<file path="src/rtl/hfp_pkg.sv">
// Package: register map, field layout and states of the hybrid positioner
`default_nettype none
package hfp_pkg;
    // ------------------------------------------------------------------
    // Register byte offsets
    // ------------------------------------------------------------------
    localparam logic [7:0] OFS_CTRL = 8'h00;
    localparam logic [7:0] OFS_TARGET = 8'h04;
    localparam logic [7:0] OFS_FINE_WIN = 8'h08;
    localparam logic [7:0] OFS_COARSE_OFFS = 8'h0c;
    localparam logic [7:0] OFS_COARSE_WIN = 8'h10;
    localparam logic [7:0] OFS_CORR_VEL = 8'h14;
    localparam logic [7:0] OFS_ZN_FACTOR = 8'h18;
    localparam logic [7:0] OFS_TIMEOUT_MS = 8'h1c;
    localparam logic [7:0] OFS_STATUS = 8'h20;
    localparam logic [7:0] OFS_POSITION = 8'h24;
    localparam int ADDR_W = 8;
    // ------------------------------------------------------------------
    // Control and status fields
    // ------------------------------------------------------------------
    localparam int CTRL_MODE_LSB = 0;
    localparam int CTRL_REL_BIT = 4;
    localparam int CTRL_GO_BIT = 8;
    localparam int CTRL_ABORT_BIT = 9;
    localparam int STAT_PHASE_LSB = 0;
    localparam int STAT_DONE_BIT = 16;
    localparam int STAT_TMO_BIT = 17;
    localparam int STAT_BAD_BIT = 18;
    localparam int STAT_BUSY_BIT = 19;
    localparam int STAT_MOFF_BIT = 20;
    // ------------------------------------------------------------------
    // Modes and reset values
    // ------------------------------------------------------------------
    localparam logic [3:0] MODE_LAST_PLAIN = 4'h5;
    localparam logic [3:0] MODE_STEP_HOLD = 4'h7;
    localparam logic [3:0] MODE_VEL = 4'h8;
    localparam logic [3:0] MODE_VEL_HOLD = 4'h9;
    localparam logic [31:0] RST_FINE_WIN = 32'h0000_0005;
    localparam logic [31:0] RST_COARSE_OFFS = 32'hffff_ffc0;
    localparam logic [31:0] RST_COARSE_WIN = 32'h0000_001e;
    localparam logic [31:0] RST_CORR_VEL = 32'h0001_0000;
    localparam logic [31:0] RST_ZN_FACTOR = 32'h0001_0000;
    localparam int ZN_FRAC_BITS = 16;
    // ------------------------------------------------------------------
    // Timing
    // ------------------------------------------------------------------
    localparam int CLK_PERIOD_NS = 25;
    localparam int MS_NS = 1000000;
    localparam int MS_CYCLES = MS_NS / CLK_PERIOD_NS;
    // ------------------------------------------------------------------
    // Sequencer states
    // ------------------------------------------------------------------
    typedef enum logic [6:0] {
        ST_IDLE = 7'b000_0001,
        ST_ISSUE = 7'b000_0010,
        ST_MWAIT = 7'b000_0100,
        ST_VEL = 7'b000_1000,
        ST_VSTOP = 7'b001_0000,
        ST_FINE = 7'b010_0000,
        ST_HOLD = 7'b100_0000
    } hfp_state_e;
endpackage : hfp_pkg
`default_nettype wire

</file>
<file path="src/rtl/hfp_positioner.sv">
// Follow-up positioning sequencer for a stepper plus piezo hybrid stage
//
// Chosen here: the register offsets and the APB slave port.
`default_nettype none
// How it works
// - Modes 0-5 plain, 6-9 piezo assisted
// - Absolute target, or relative to position by control bit 4
// - Coarse move first, then correction, then piezo
// - Z/N scales deviation into motor travel
// - Coarse done inside offset target plus window
// - Outside coarse window starts correction phase
// - Correction velocity positive, used as speed
// - Modes 6/7 repeat coarse move from position
// - Step correction ends in window or when the error stops shrinking
// - Modes 8/9 velocity move until window
// - Overshoot restarts velocity move reversed
// - Piezo ends in fine window, on saturation phase 2
// - Modes 7/9 keep piezo correcting drift
// - Piezo saturation while holding re-enters phase 2
// - Millisecond timeout shuts motor off, 0 disables
module hfp_positioner #(
    parameter int MS_CYCLES = hfp_pkg::MS_CYCLES
) (
    // Clock and reset
    input wire logic core_clk_i,
    input wire logic rst_n_i,
    // APB slave
    input wire logic psel_i,
    input wire logic penable_i,
    input wire logic pwrite_i,
    input wire logic [hfp_pkg::ADDR_W-1:0] paddr_i,
    input wire logic [31:0] pwdata_i,
    output logic [31:0] prdata_o,
    output logic pready_o,
    output logic pslverr_o,
    // Servo cycle and measurement system
    input wire logic servo_tick_i,
    input wire logic signed [31:0] meas_pos_i,
    // Stepper driver
    output logic mot_move_o,
    output logic signed [31:0] mot_dist_o,
    output logic mot_vel_run_o,
    output logic signed [31:0] mot_vel_o,
    output logic mot_off_o,
    input wire logic mot_busy_i,
    // Piezo driver
    output logic piezo_en_o,
    output logic signed [31:0] piezo_target_o,
    input wire logic piezo_sat_i
);
    import hfp_pkg::*;
    // ------------------------------------------------------------------
    // State
    // ------------------------------------------------------------------
    typedef struct packed {
        hfp_state_e st;
        logic [3:0] mode;
        logic rel;
        logic signed [31:0] target;
        logic [31:0] fwin;
        logic signed [31:0] coffs;
        logic [31:0] cwin;
        logic [31:0] cvel;
        logic [31:0] zn;
        logic [31:0] tmo;
        logic signed [31:0] dest;
        logic [32:0] perr;
        logic first;
        logic seen_busy;
        logic signed [31:0] pos;
        logic done;
        logic tmo_f;
        logic bad;
        logic moff;
        logic mv;
        logic signed [31:0] mdist;
        logic vrun;
        logic vdir;
        logic pz;
        logic [31:0] prdata;
        logic [31:0] pres;
        logic [31:0] ms;
    } hfp_regs_s;
    hfp_regs_s q;
    hfp_regs_s d;
    logic rst_meta_q;
    logic rst_sync_q;
    // ------------------------------------------------------------------
    // Reset release
    // ------------------------------------------------------------------
    always_ff @(posedge core_clk_i or negedge rst_n_i) begin
        if (!rst_n_i) begin
            rst_meta_q <= 1'b0;
            rst_sync_q <= 1'b0;
        end else begin
            rst_meta_q <= 1'b1;
            rst_sync_q <= rst_meta_q;
        end
    end
    // ------------------------------------------------------------------
    // Helpers
    // ------------------------------------------------------------------
    function automatic logic [32:0] abs_diff(input logic signed [31:0] a,
                                             input logic signed [31:0] b);
        logic signed [32:0] df;
        df = 33'(a) - 33'(b);
        return df[32] ? 33'(-df) : 33'(df);
    endfunction : abs_diff
    logic setup_rd;
    logic wr_en;
    logic steps_piezo;
    logic hold_mode;
    logic vel_mode;
    logic signed [31:0] cur_pos;
    logic signed [31:0] coarse_dest;
    logic [32:0] cerr;
    logic in_coarse;
    logic in_fine;
    logic toward;
    logic signed [63:0] travel;
    logic [3:0] phase;
    logic [31:0] status;
    assign setup_rd = psel_i && !penable_i && !pwrite_i;
    assign wr_en = psel_i && penable_i && pwrite_i;
    assign steps_piezo = q.mode > MODE_LAST_PLAIN;
    assign hold_mode = q.mode == MODE_STEP_HOLD || q.mode == MODE_VEL_HOLD;
    assign vel_mode = q.mode == MODE_VEL || q.mode == MODE_VEL_HOLD;
    // A tick decides on the sample it brings, not on the one before
    assign cur_pos = servo_tick_i ? meas_pos_i : q.pos;
    // Plain modes aim straight at the target with the fine window
    assign coarse_dest = steps_piezo ? q.dest + q.coffs : q.dest;
    assign cerr = abs_diff(cur_pos, coarse_dest);
    assign in_coarse = steps_piezo ? cerr <= {1'b0, q.cwin}
                                   : cerr <= {1'b0, q.fwin};
    assign in_fine = abs_diff(cur_pos, q.dest) <= {1'b0, q.fwin};
    assign toward = coarse_dest > cur_pos;
    assign travel = (64'(coarse_dest) - 64'(cur_pos)) * 64'(q.zn);
    assign phase = q.st == ST_IDLE ? 4'h0
                 : (q.st == ST_FINE || q.st == ST_HOLD) ? 4'h3
                 : (q.first && q.st inside {ST_ISSUE, ST_MWAIT}) ? 4'h1
                 : 4'h2;
    always_comb begin
        status = 32'h0;
        status[STAT_PHASE_LSB +: 4] = phase;
        status[STAT_DONE_BIT] = q.done;
        status[STAT_TMO_BIT] = q.tmo_f;
        status[STAT_BAD_BIT] = q.bad;
        status[STAT_BUSY_BIT] = q.st != ST_IDLE;
        status[STAT_MOFF_BIT] = q.moff;
    end
    // ------------------------------------------------------------------
    // Next state
    // ------------------------------------------------------------------
    always_comb begin
        d = q;
        d.mv = 1'b0;
        // Read data is latched in the setup cycle, so reads need no wait
        if (setup_rd) begin
            unique case (paddr_i)
                OFS_CTRL: d.prdata = {27'h0, q.rel, q.mode};
                OFS_TARGET: d.prdata = q.target;
                OFS_FINE_WIN: d.prdata = q.fwin;
                OFS_COARSE_OFFS: d.prdata = q.coffs;
                OFS_COARSE_WIN: d.prdata = q.cwin;
                OFS_CORR_VEL: d.prdata = q.cvel;
                OFS_ZN_FACTOR: d.prdata = q.zn;
                OFS_TIMEOUT_MS: d.prdata = q.tmo;
                OFS_STATUS: d.prdata = status;
                OFS_POSITION: d.prdata = q.pos;
                default: d.prdata = 32'h0;
            endcase
        end
        if (wr_en) begin
            unique case (paddr_i)
                OFS_CTRL: begin
                    d.mode = pwdata_i[CTRL_MODE_LSB +: 4];
                    d.rel = pwdata_i[CTRL_REL_BIT];
                end
                OFS_TARGET: d.target = pwdata_i;
                OFS_FINE_WIN: d.fwin = pwdata_i;
                OFS_COARSE_OFFS: d.coffs = pwdata_i;
                OFS_COARSE_WIN: d.cwin = pwdata_i;
                OFS_CORR_VEL: d.cvel = pwdata_i;
                OFS_ZN_FACTOR: d.zn = pwdata_i;
                OFS_TIMEOUT_MS: d.tmo = pwdata_i;
                default: ;
            endcase
        end
        d.pos = cur_pos;
        d.seen_busy = q.seen_busy || mot_busy_i;
        unique case (q.st)
            ST_IDLE: begin
                if (wr_en && paddr_i == OFS_CTRL
                        && pwdata_i[CTRL_GO_BIT]) begin
                    d.done = 1'b0;
                    d.tmo_f = 1'b0;
                    d.moff = 1'b0;
                    d.pres = 32'h0;
                    d.ms = 32'h0;
                    d.bad = pwdata_i[CTRL_MODE_LSB +: 4] > MODE_VEL_HOLD;
                    d.dest = pwdata_i[CTRL_REL_BIT] ? q.pos + q.target
                                                    : q.target;
                    d.first = 1'b1;
                    d.perr = '1;
                    if (pwdata_i[CTRL_MODE_LSB +: 4] <= MODE_VEL_HOLD) begin
                        d.st = ST_ISSUE;
                    end
                end
            end
            ST_ISSUE: begin
                if (servo_tick_i) begin
                    d.mv = 1'b1;
                    d.mdist = travel[ZN_FRAC_BITS +: 32];
                    d.seen_busy = 1'b0;
                    d.st = ST_MWAIT;
                end
            end
            ST_MWAIT: begin
                if (servo_tick_i && q.seen_busy && !mot_busy_i) begin
                    d.first = 1'b0;
                    d.perr = cerr;
                    if (in_coarse) begin
                        d.st = steps_piezo ? ST_FINE : ST_IDLE;
                        d.done = !steps_piezo;
                    end else if (vel_mode) begin
                        d.st = ST_VEL;
                    end else if (!q.first && cerr >= q.perr) begin
                        // Correction no longer shrinks the error: hand over as it stands
                        d.st = steps_piezo ? ST_FINE : ST_IDLE;
                        d.done = !steps_piezo;
                    end else begin
                        d.st = ST_ISSUE;
                    end
                end
            end
            ST_VEL: begin
                if (servo_tick_i) begin
                    if (in_coarse) begin
                        d.vrun = 1'b0;
                        d.st = ST_VSTOP;
                    end else if (!q.vrun || q.vdir != toward) begin
                        d.vrun = 1'b1;
                        d.vdir = toward;
                    end
                end
            end
            ST_VSTOP: begin
                if (servo_tick_i && !mot_busy_i) begin
                    d.st = in_coarse ? ST_FINE : ST_VEL;
                end
            end
            ST_FINE: begin
                d.pz = 1'b1;
                if (servo_tick_i) begin
                    if (in_fine) begin
                        d.done = 1'b1;
                        d.st = hold_mode ? ST_HOLD : ST_IDLE;
                        d.pz = hold_mode;
                    end else if (piezo_sat_i) begin
                        d.pz = 1'b0;
                        d.perr = '1;
                        d.st = vel_mode ? ST_VEL : ST_ISSUE;
                    end
                end
            end
            ST_HOLD: begin
                d.pz = 1'b1;
                if (servo_tick_i && piezo_sat_i) begin
                    d.done = 1'b0;
                    d.pz = 1'b0;
                    d.perr = '1;
                    d.pres = 32'h0;
                    d.ms = 32'h0;
                    d.st = vel_mode ? ST_VEL : ST_ISSUE;
                end
            end
        endcase
        // Timeout covers the moving phases only; holding may last forever
        if (q.st != ST_IDLE && q.st != ST_HOLD && q.tmo != 32'h0) begin
            if (q.pres == 32'(MS_CYCLES - 1)) begin
                d.pres = 32'h0;
                d.ms = q.ms + 32'h1;
            end else begin
                d.pres = q.pres + 32'h1;
            end
            if (q.ms >= q.tmo) begin
                d.moff = 1'b1;
                d.mv = 1'b0;
                d.tmo_f = 1'b1;
                d.vrun = 1'b0;
                d.pz = 1'b0;
                d.st = ST_IDLE;
            end
        end
        if (wr_en && paddr_i == OFS_CTRL && pwdata_i[CTRL_ABORT_BIT]) begin
            d.vrun = 1'b0;
            d.pz = 1'b0;
            d.st = ST_IDLE;
        end
        if (d.st == ST_IDLE) begin
            d.vrun = 1'b0;
        end
    end
    // ------------------------------------------------------------------
    // Registers
    // ------------------------------------------------------------------
    always_ff @(posedge core_clk_i or negedge rst_sync_q) begin
        if (!rst_sync_q) begin
            q <= '0;
            q.st <= ST_IDLE;
            q.fwin <= RST_FINE_WIN;
            q.coffs <= RST_COARSE_OFFS;
            q.cwin <= RST_COARSE_WIN;
            q.cvel <= RST_CORR_VEL;
            q.zn <= RST_ZN_FACTOR;
            q.perr <= '1;
        end else begin
            q <= d;
        end
    end
    // ------------------------------------------------------------------
    // Outputs
    // ------------------------------------------------------------------
    assign prdata_o = q.prdata;
    assign pready_o = psel_i && penable_i;
    assign pslverr_o = psel_i && penable_i && paddr_i > OFS_POSITION;
    assign mot_move_o = q.mv;
    assign mot_dist_o = q.mdist;
    assign mot_vel_run_o = q.vrun;
    // Speed magnitude comes from the register, direction from the error
    assign mot_vel_o = q.vdir ? q.cvel : -q.cvel;
    assign mot_off_o = q.moff;
    assign piezo_en_o = q.pz;
    assign piezo_target_o = q.dest;
endmodule : hfp_positioner
`default_nettype wire

</file>
<file path="config.mk">
export PLATFORM = sky130hd
export DESIGN_NAME = hfp_positioner
export DESIGN_NICKNAME = d
export VERILOG_FILES = /design/src/rtl/hfp_pkg.sv /design/src/rtl/hfp_positioner.sv
export SDC_FILE = /design/constraint.sdc
export NUM_CORES = 2
export LEC_CHECK = 0
export ABC_AREA = 0
export BUFFER_PORTS_ARGS = -buffer_cell sky130_fd_sc_hd__clkbuf_2
export CORE_MARGIN = 8
export CORE_UTILIZATION = 45
export CTS_CLUSTER_SIZE = 40
export DETAILED_ROUTE_END_ITERATION = 16
export SYNTH_ARGS = -nofsm -noshare
export SYNTH_HDL_FRONTEND = slang
export SYNTH_SLANG_ARGS = --single-unit
</file>
<file path="constraint.sdc">
create_clock -name core_clk_i -period 20.3 [get_ports core_clk_i]
set_input_delay 2.03 -clock core_clk_i [delete_from_list [all_inputs] [get_ports core_clk_i]]
set_output_delay 2.03 -clock core_clk_i [all_outputs]
set_load 0.02 [all_outputs]
</file>
==> results_dict.tcl <==
set metrics [dict create \
    drv_slew 0 \
    tns_ns 0 \
    required_ns 20.82 \
    maxCapViolations 0 \
    synth_area_mm2 0.0646 \
    ys_seq_elements 473 \
    fp.dieArea_mm2 0.156 \
    synth-compound-area-share_pct 11.2 \
    final.min_clock_period_ns 14.57 \
    relSlewSlack_pct 14.2 \
    synth_edf_count 0 \
    mostFrequentLayoutCell "inv_1" \
    clock_skew_ns 0.0472 \
    slowest_delay_ns 1.06 \
    synth_fp_nets 8529 \
    area_delta_synth_final_pct 7.27 \
    layout_common_cells "inv_1, fa_1, nand2_1" \
    synth_top_cell_area_share_pct 26.2 \
    drtPass1Iterations 7 \
    synth-xor-area-share_pct 4.49 \
    leakage_nw 33.1 \
    cts_inserted_buffers 58 \
    grt_usage_pct 28.0 \
    cts_sinks 473 \
    cts_tree "done" \
    place_inst 8922 \
    setup_violations 0 \
    vias_per_cell 5.63 \
    htree_num_levels 2 \
    crit_arrival_ns 15.09 \
    grt_overflow_total 0 \
    ys_top_cells_by_area "fa_1, dfrtp_1, ha_1, inv_1, nand2_1" \
    yosysTopAreaCell "fa_1" \
    wl_per_cell_um 24.5 \
    synth_fa_ha_area_share_pct 35.4 \
    drt_iter0_markers 4034 \
    async_flop_share_pct 100 \
    fin_crit_sh_pct 71.8 \
    coreArea_mm2 0.143 \
    synthSimpleGateAreaFrac_pct 15.3 \
    yosys.cell_types.count 108 \
    cp_num_buf_inv 6 \
    powerDensity_mw_per_mm2 53.8 \
    wl_um 221000 \
    route.detailed.drc 0 \
    ios 214 \
    cp_top_family "compound AO/OA/AOI/OAI gates" \
    hold_violations 0 \
    ant_nets 0 \
    synth_top_family_by_area "adder cells" \
    die_h_um 395 \
    ys.flop_type "dfrtp_1" \
    cts_resized 0 \
    vias 50800 \
    max_freq_mhz 68.6 \
    end_kind "register" \
    cp-start-kind "register" \
    die_w_um 395 \
    critPathSlowestCell "a2111oi_1" \
    dp_hpwl_um 178000 \
    antenna_found_initial 4 \
    syn_avg_cell_area_um2 9.06 \
    cp_max_fo 21 \
    ys_seq_area_share_pct 18.5 \
    rsz0062_at_grt "false" \
    root_buffer "clkbuf_16" \
    final_layout_size_suffix_gt1_share_pct 11.7 \
    insertion_delay_ns 0.70 \
    synth_mux_area_share_pct 5.13 \
    final_cells 9036 \
    hp-class "reg -> reg" \
    core.rowCount 139 \
    grt_first_pass_wirelength_um 335000 \
    ir_drop_mv 0.0796 \
    critPathKind "reg -> reg" \
    place_congestion 0.980 \
    portBuffers 213 \
    cpMostUsedCell "fa_1" \
    cts_buffer_depth 3 \
    clk_pin_slew_ns 0.06 \
    syn_inst 7128 \
    final_nets 8480 \
    cts_hold_buf 0 \
    status "complete, no violations" \
    grt_start_max_net_pins 70 \
    yosys_warnings 0 \
    grt_pass1_vias 52800 \
    worst_pin_slew_ns 1.27 \
    cts_setup_buffers 0 \
    start_util_pct 45.2 \
]
cells in the mapped netlist (41+ instances only):
library cell,instances
a22o_1,44
nor3_1,84
a21o_1,154
inv_1,1189
nor2_1,285
nand2b_1,55
fa_1,845
mux2i_1,69
and2_1,372
ha_1,476
dfrtp_1,405
nand3_1,79
buf_4,99
a21oi_1,302
xnor2_1,185
mux2_2,233
nand2_1,757
buf_1,41
a22oi_1,98
clkbuf_1,273
dfstp_2,68
xor2_1,131
nand4_1,92
o21ai_0,197
nor2b_1,93
state kept, by name (all words and copies together), names as in the netlist:
signal and flops:
q 371, mot_dist_o 32, piezo_target_o 32, prdata_o 32, mot_move_o 1, mot_off_o 1, mot_vel_run_o 1, piezo_en_o 1
rst_meta_q 1, rst_sync_q 1
worst paths after layout:
check	start	to	slack, ns	depth (start not counted)
worst max-delay path	piezo_target_o[0]$_DFFE_PN0P_	mot_dist_o[31]$_DFFE_PN0P_	5.73	53
worst min-delay path	rst_meta_q$_DFF_PN0_	rst_sync_q$_DFF_PN0_	0.35	0
worst max register to register	piezo_target_o[0]$_DFFE_PN0P_	mot_dist_o[31]$_DFFE_PN0P_	5.73	53
worst min register to register	rst_meta_q$_DFF_PN0_	rst_sync_q$_DFF_PN0_	0.35	0
max in group asynchronous	rst_sync_q$_DFF_PN0_	mot_dist_o[25]$_DFFE_PN0P_	16.93	3
min in group asynchronous	rst_sync_q$_DFF_PN0_	q[25]$_DFF_PN0_	0.48	0
metrics by stage:
| stage | utilization (%) | worst slack [ns] | hold slack, ns | power, mW | cell area [µm²] |
|---|---|---|---|---|---|
| after floorplan | - | 6.26 | 0.331 | 2.06 | 64600 |
| after global placement | 46.9 | 5.90 | 0.339 | 2.50 | 67100 |
| after detailed placement | 46.9 | 5.80 | 0.339 | 2.52 | 67100 |
| after CTS | 48.4 | 5.78 | 0.357 | 3.74 | 69300 |
| after global routing | 48.4 | 4.80 | 0.366 | 3.93 | 69300 |
| final | 48.5 | 5.73 | 0.355 | 3.73 | 69300 |
final cells by class:
type	count	area [µm²]
tap	1903	2380
multi-input combinational	5037	46400
clock inverter	38	621
antenna	4	10.0
sequential	473	11900
timing repair buffer	320	1870
clock buffer	72	1570
inverter	1189	4460
fill	13800	73700
power by group:
group / internal (mW) / switching, mW
combinational: 0.477 / 0.985
sequential: 0.998 / 0.0668
clock: 0.712 / 0.490
routing by layer:
metal  track usage (%)  part of all wire (%)  vias up
li1                  -                     -    22800
met1              36.7                    42    25900
met2              46.3                    47     1728
met3              4.87                   6.8      393
met4              10.9                   4.7        0
met5                 0                     0        -
worst register-to-register path: cells and delay by family, from the launching register on:
kind / cells / cell delay, ns
AO/OA/AOI/OAI: 22 / 5.92
XOR/XNOR: 2 / 0.27
adder cells (fa/ha/maj): 12 / 5.58
buffers and inverters: 6 / 0.58
flip-flops: 1 / 0.43
AND/OR/NAND/NOR: 11 / 1.59
kinds of logic after synthesis:
group | after synthesis
other | 1
buffers and inverters | 1618
AND/OR/NAND/NOR | 1991
adder cells (fa/ha/maj) | 1321
AO/OA/AOI/OAI | 1100
XOR/XNOR | 322
flip-flops | 473
multiplexers | 302
Power figures use the tool's default switching activity.
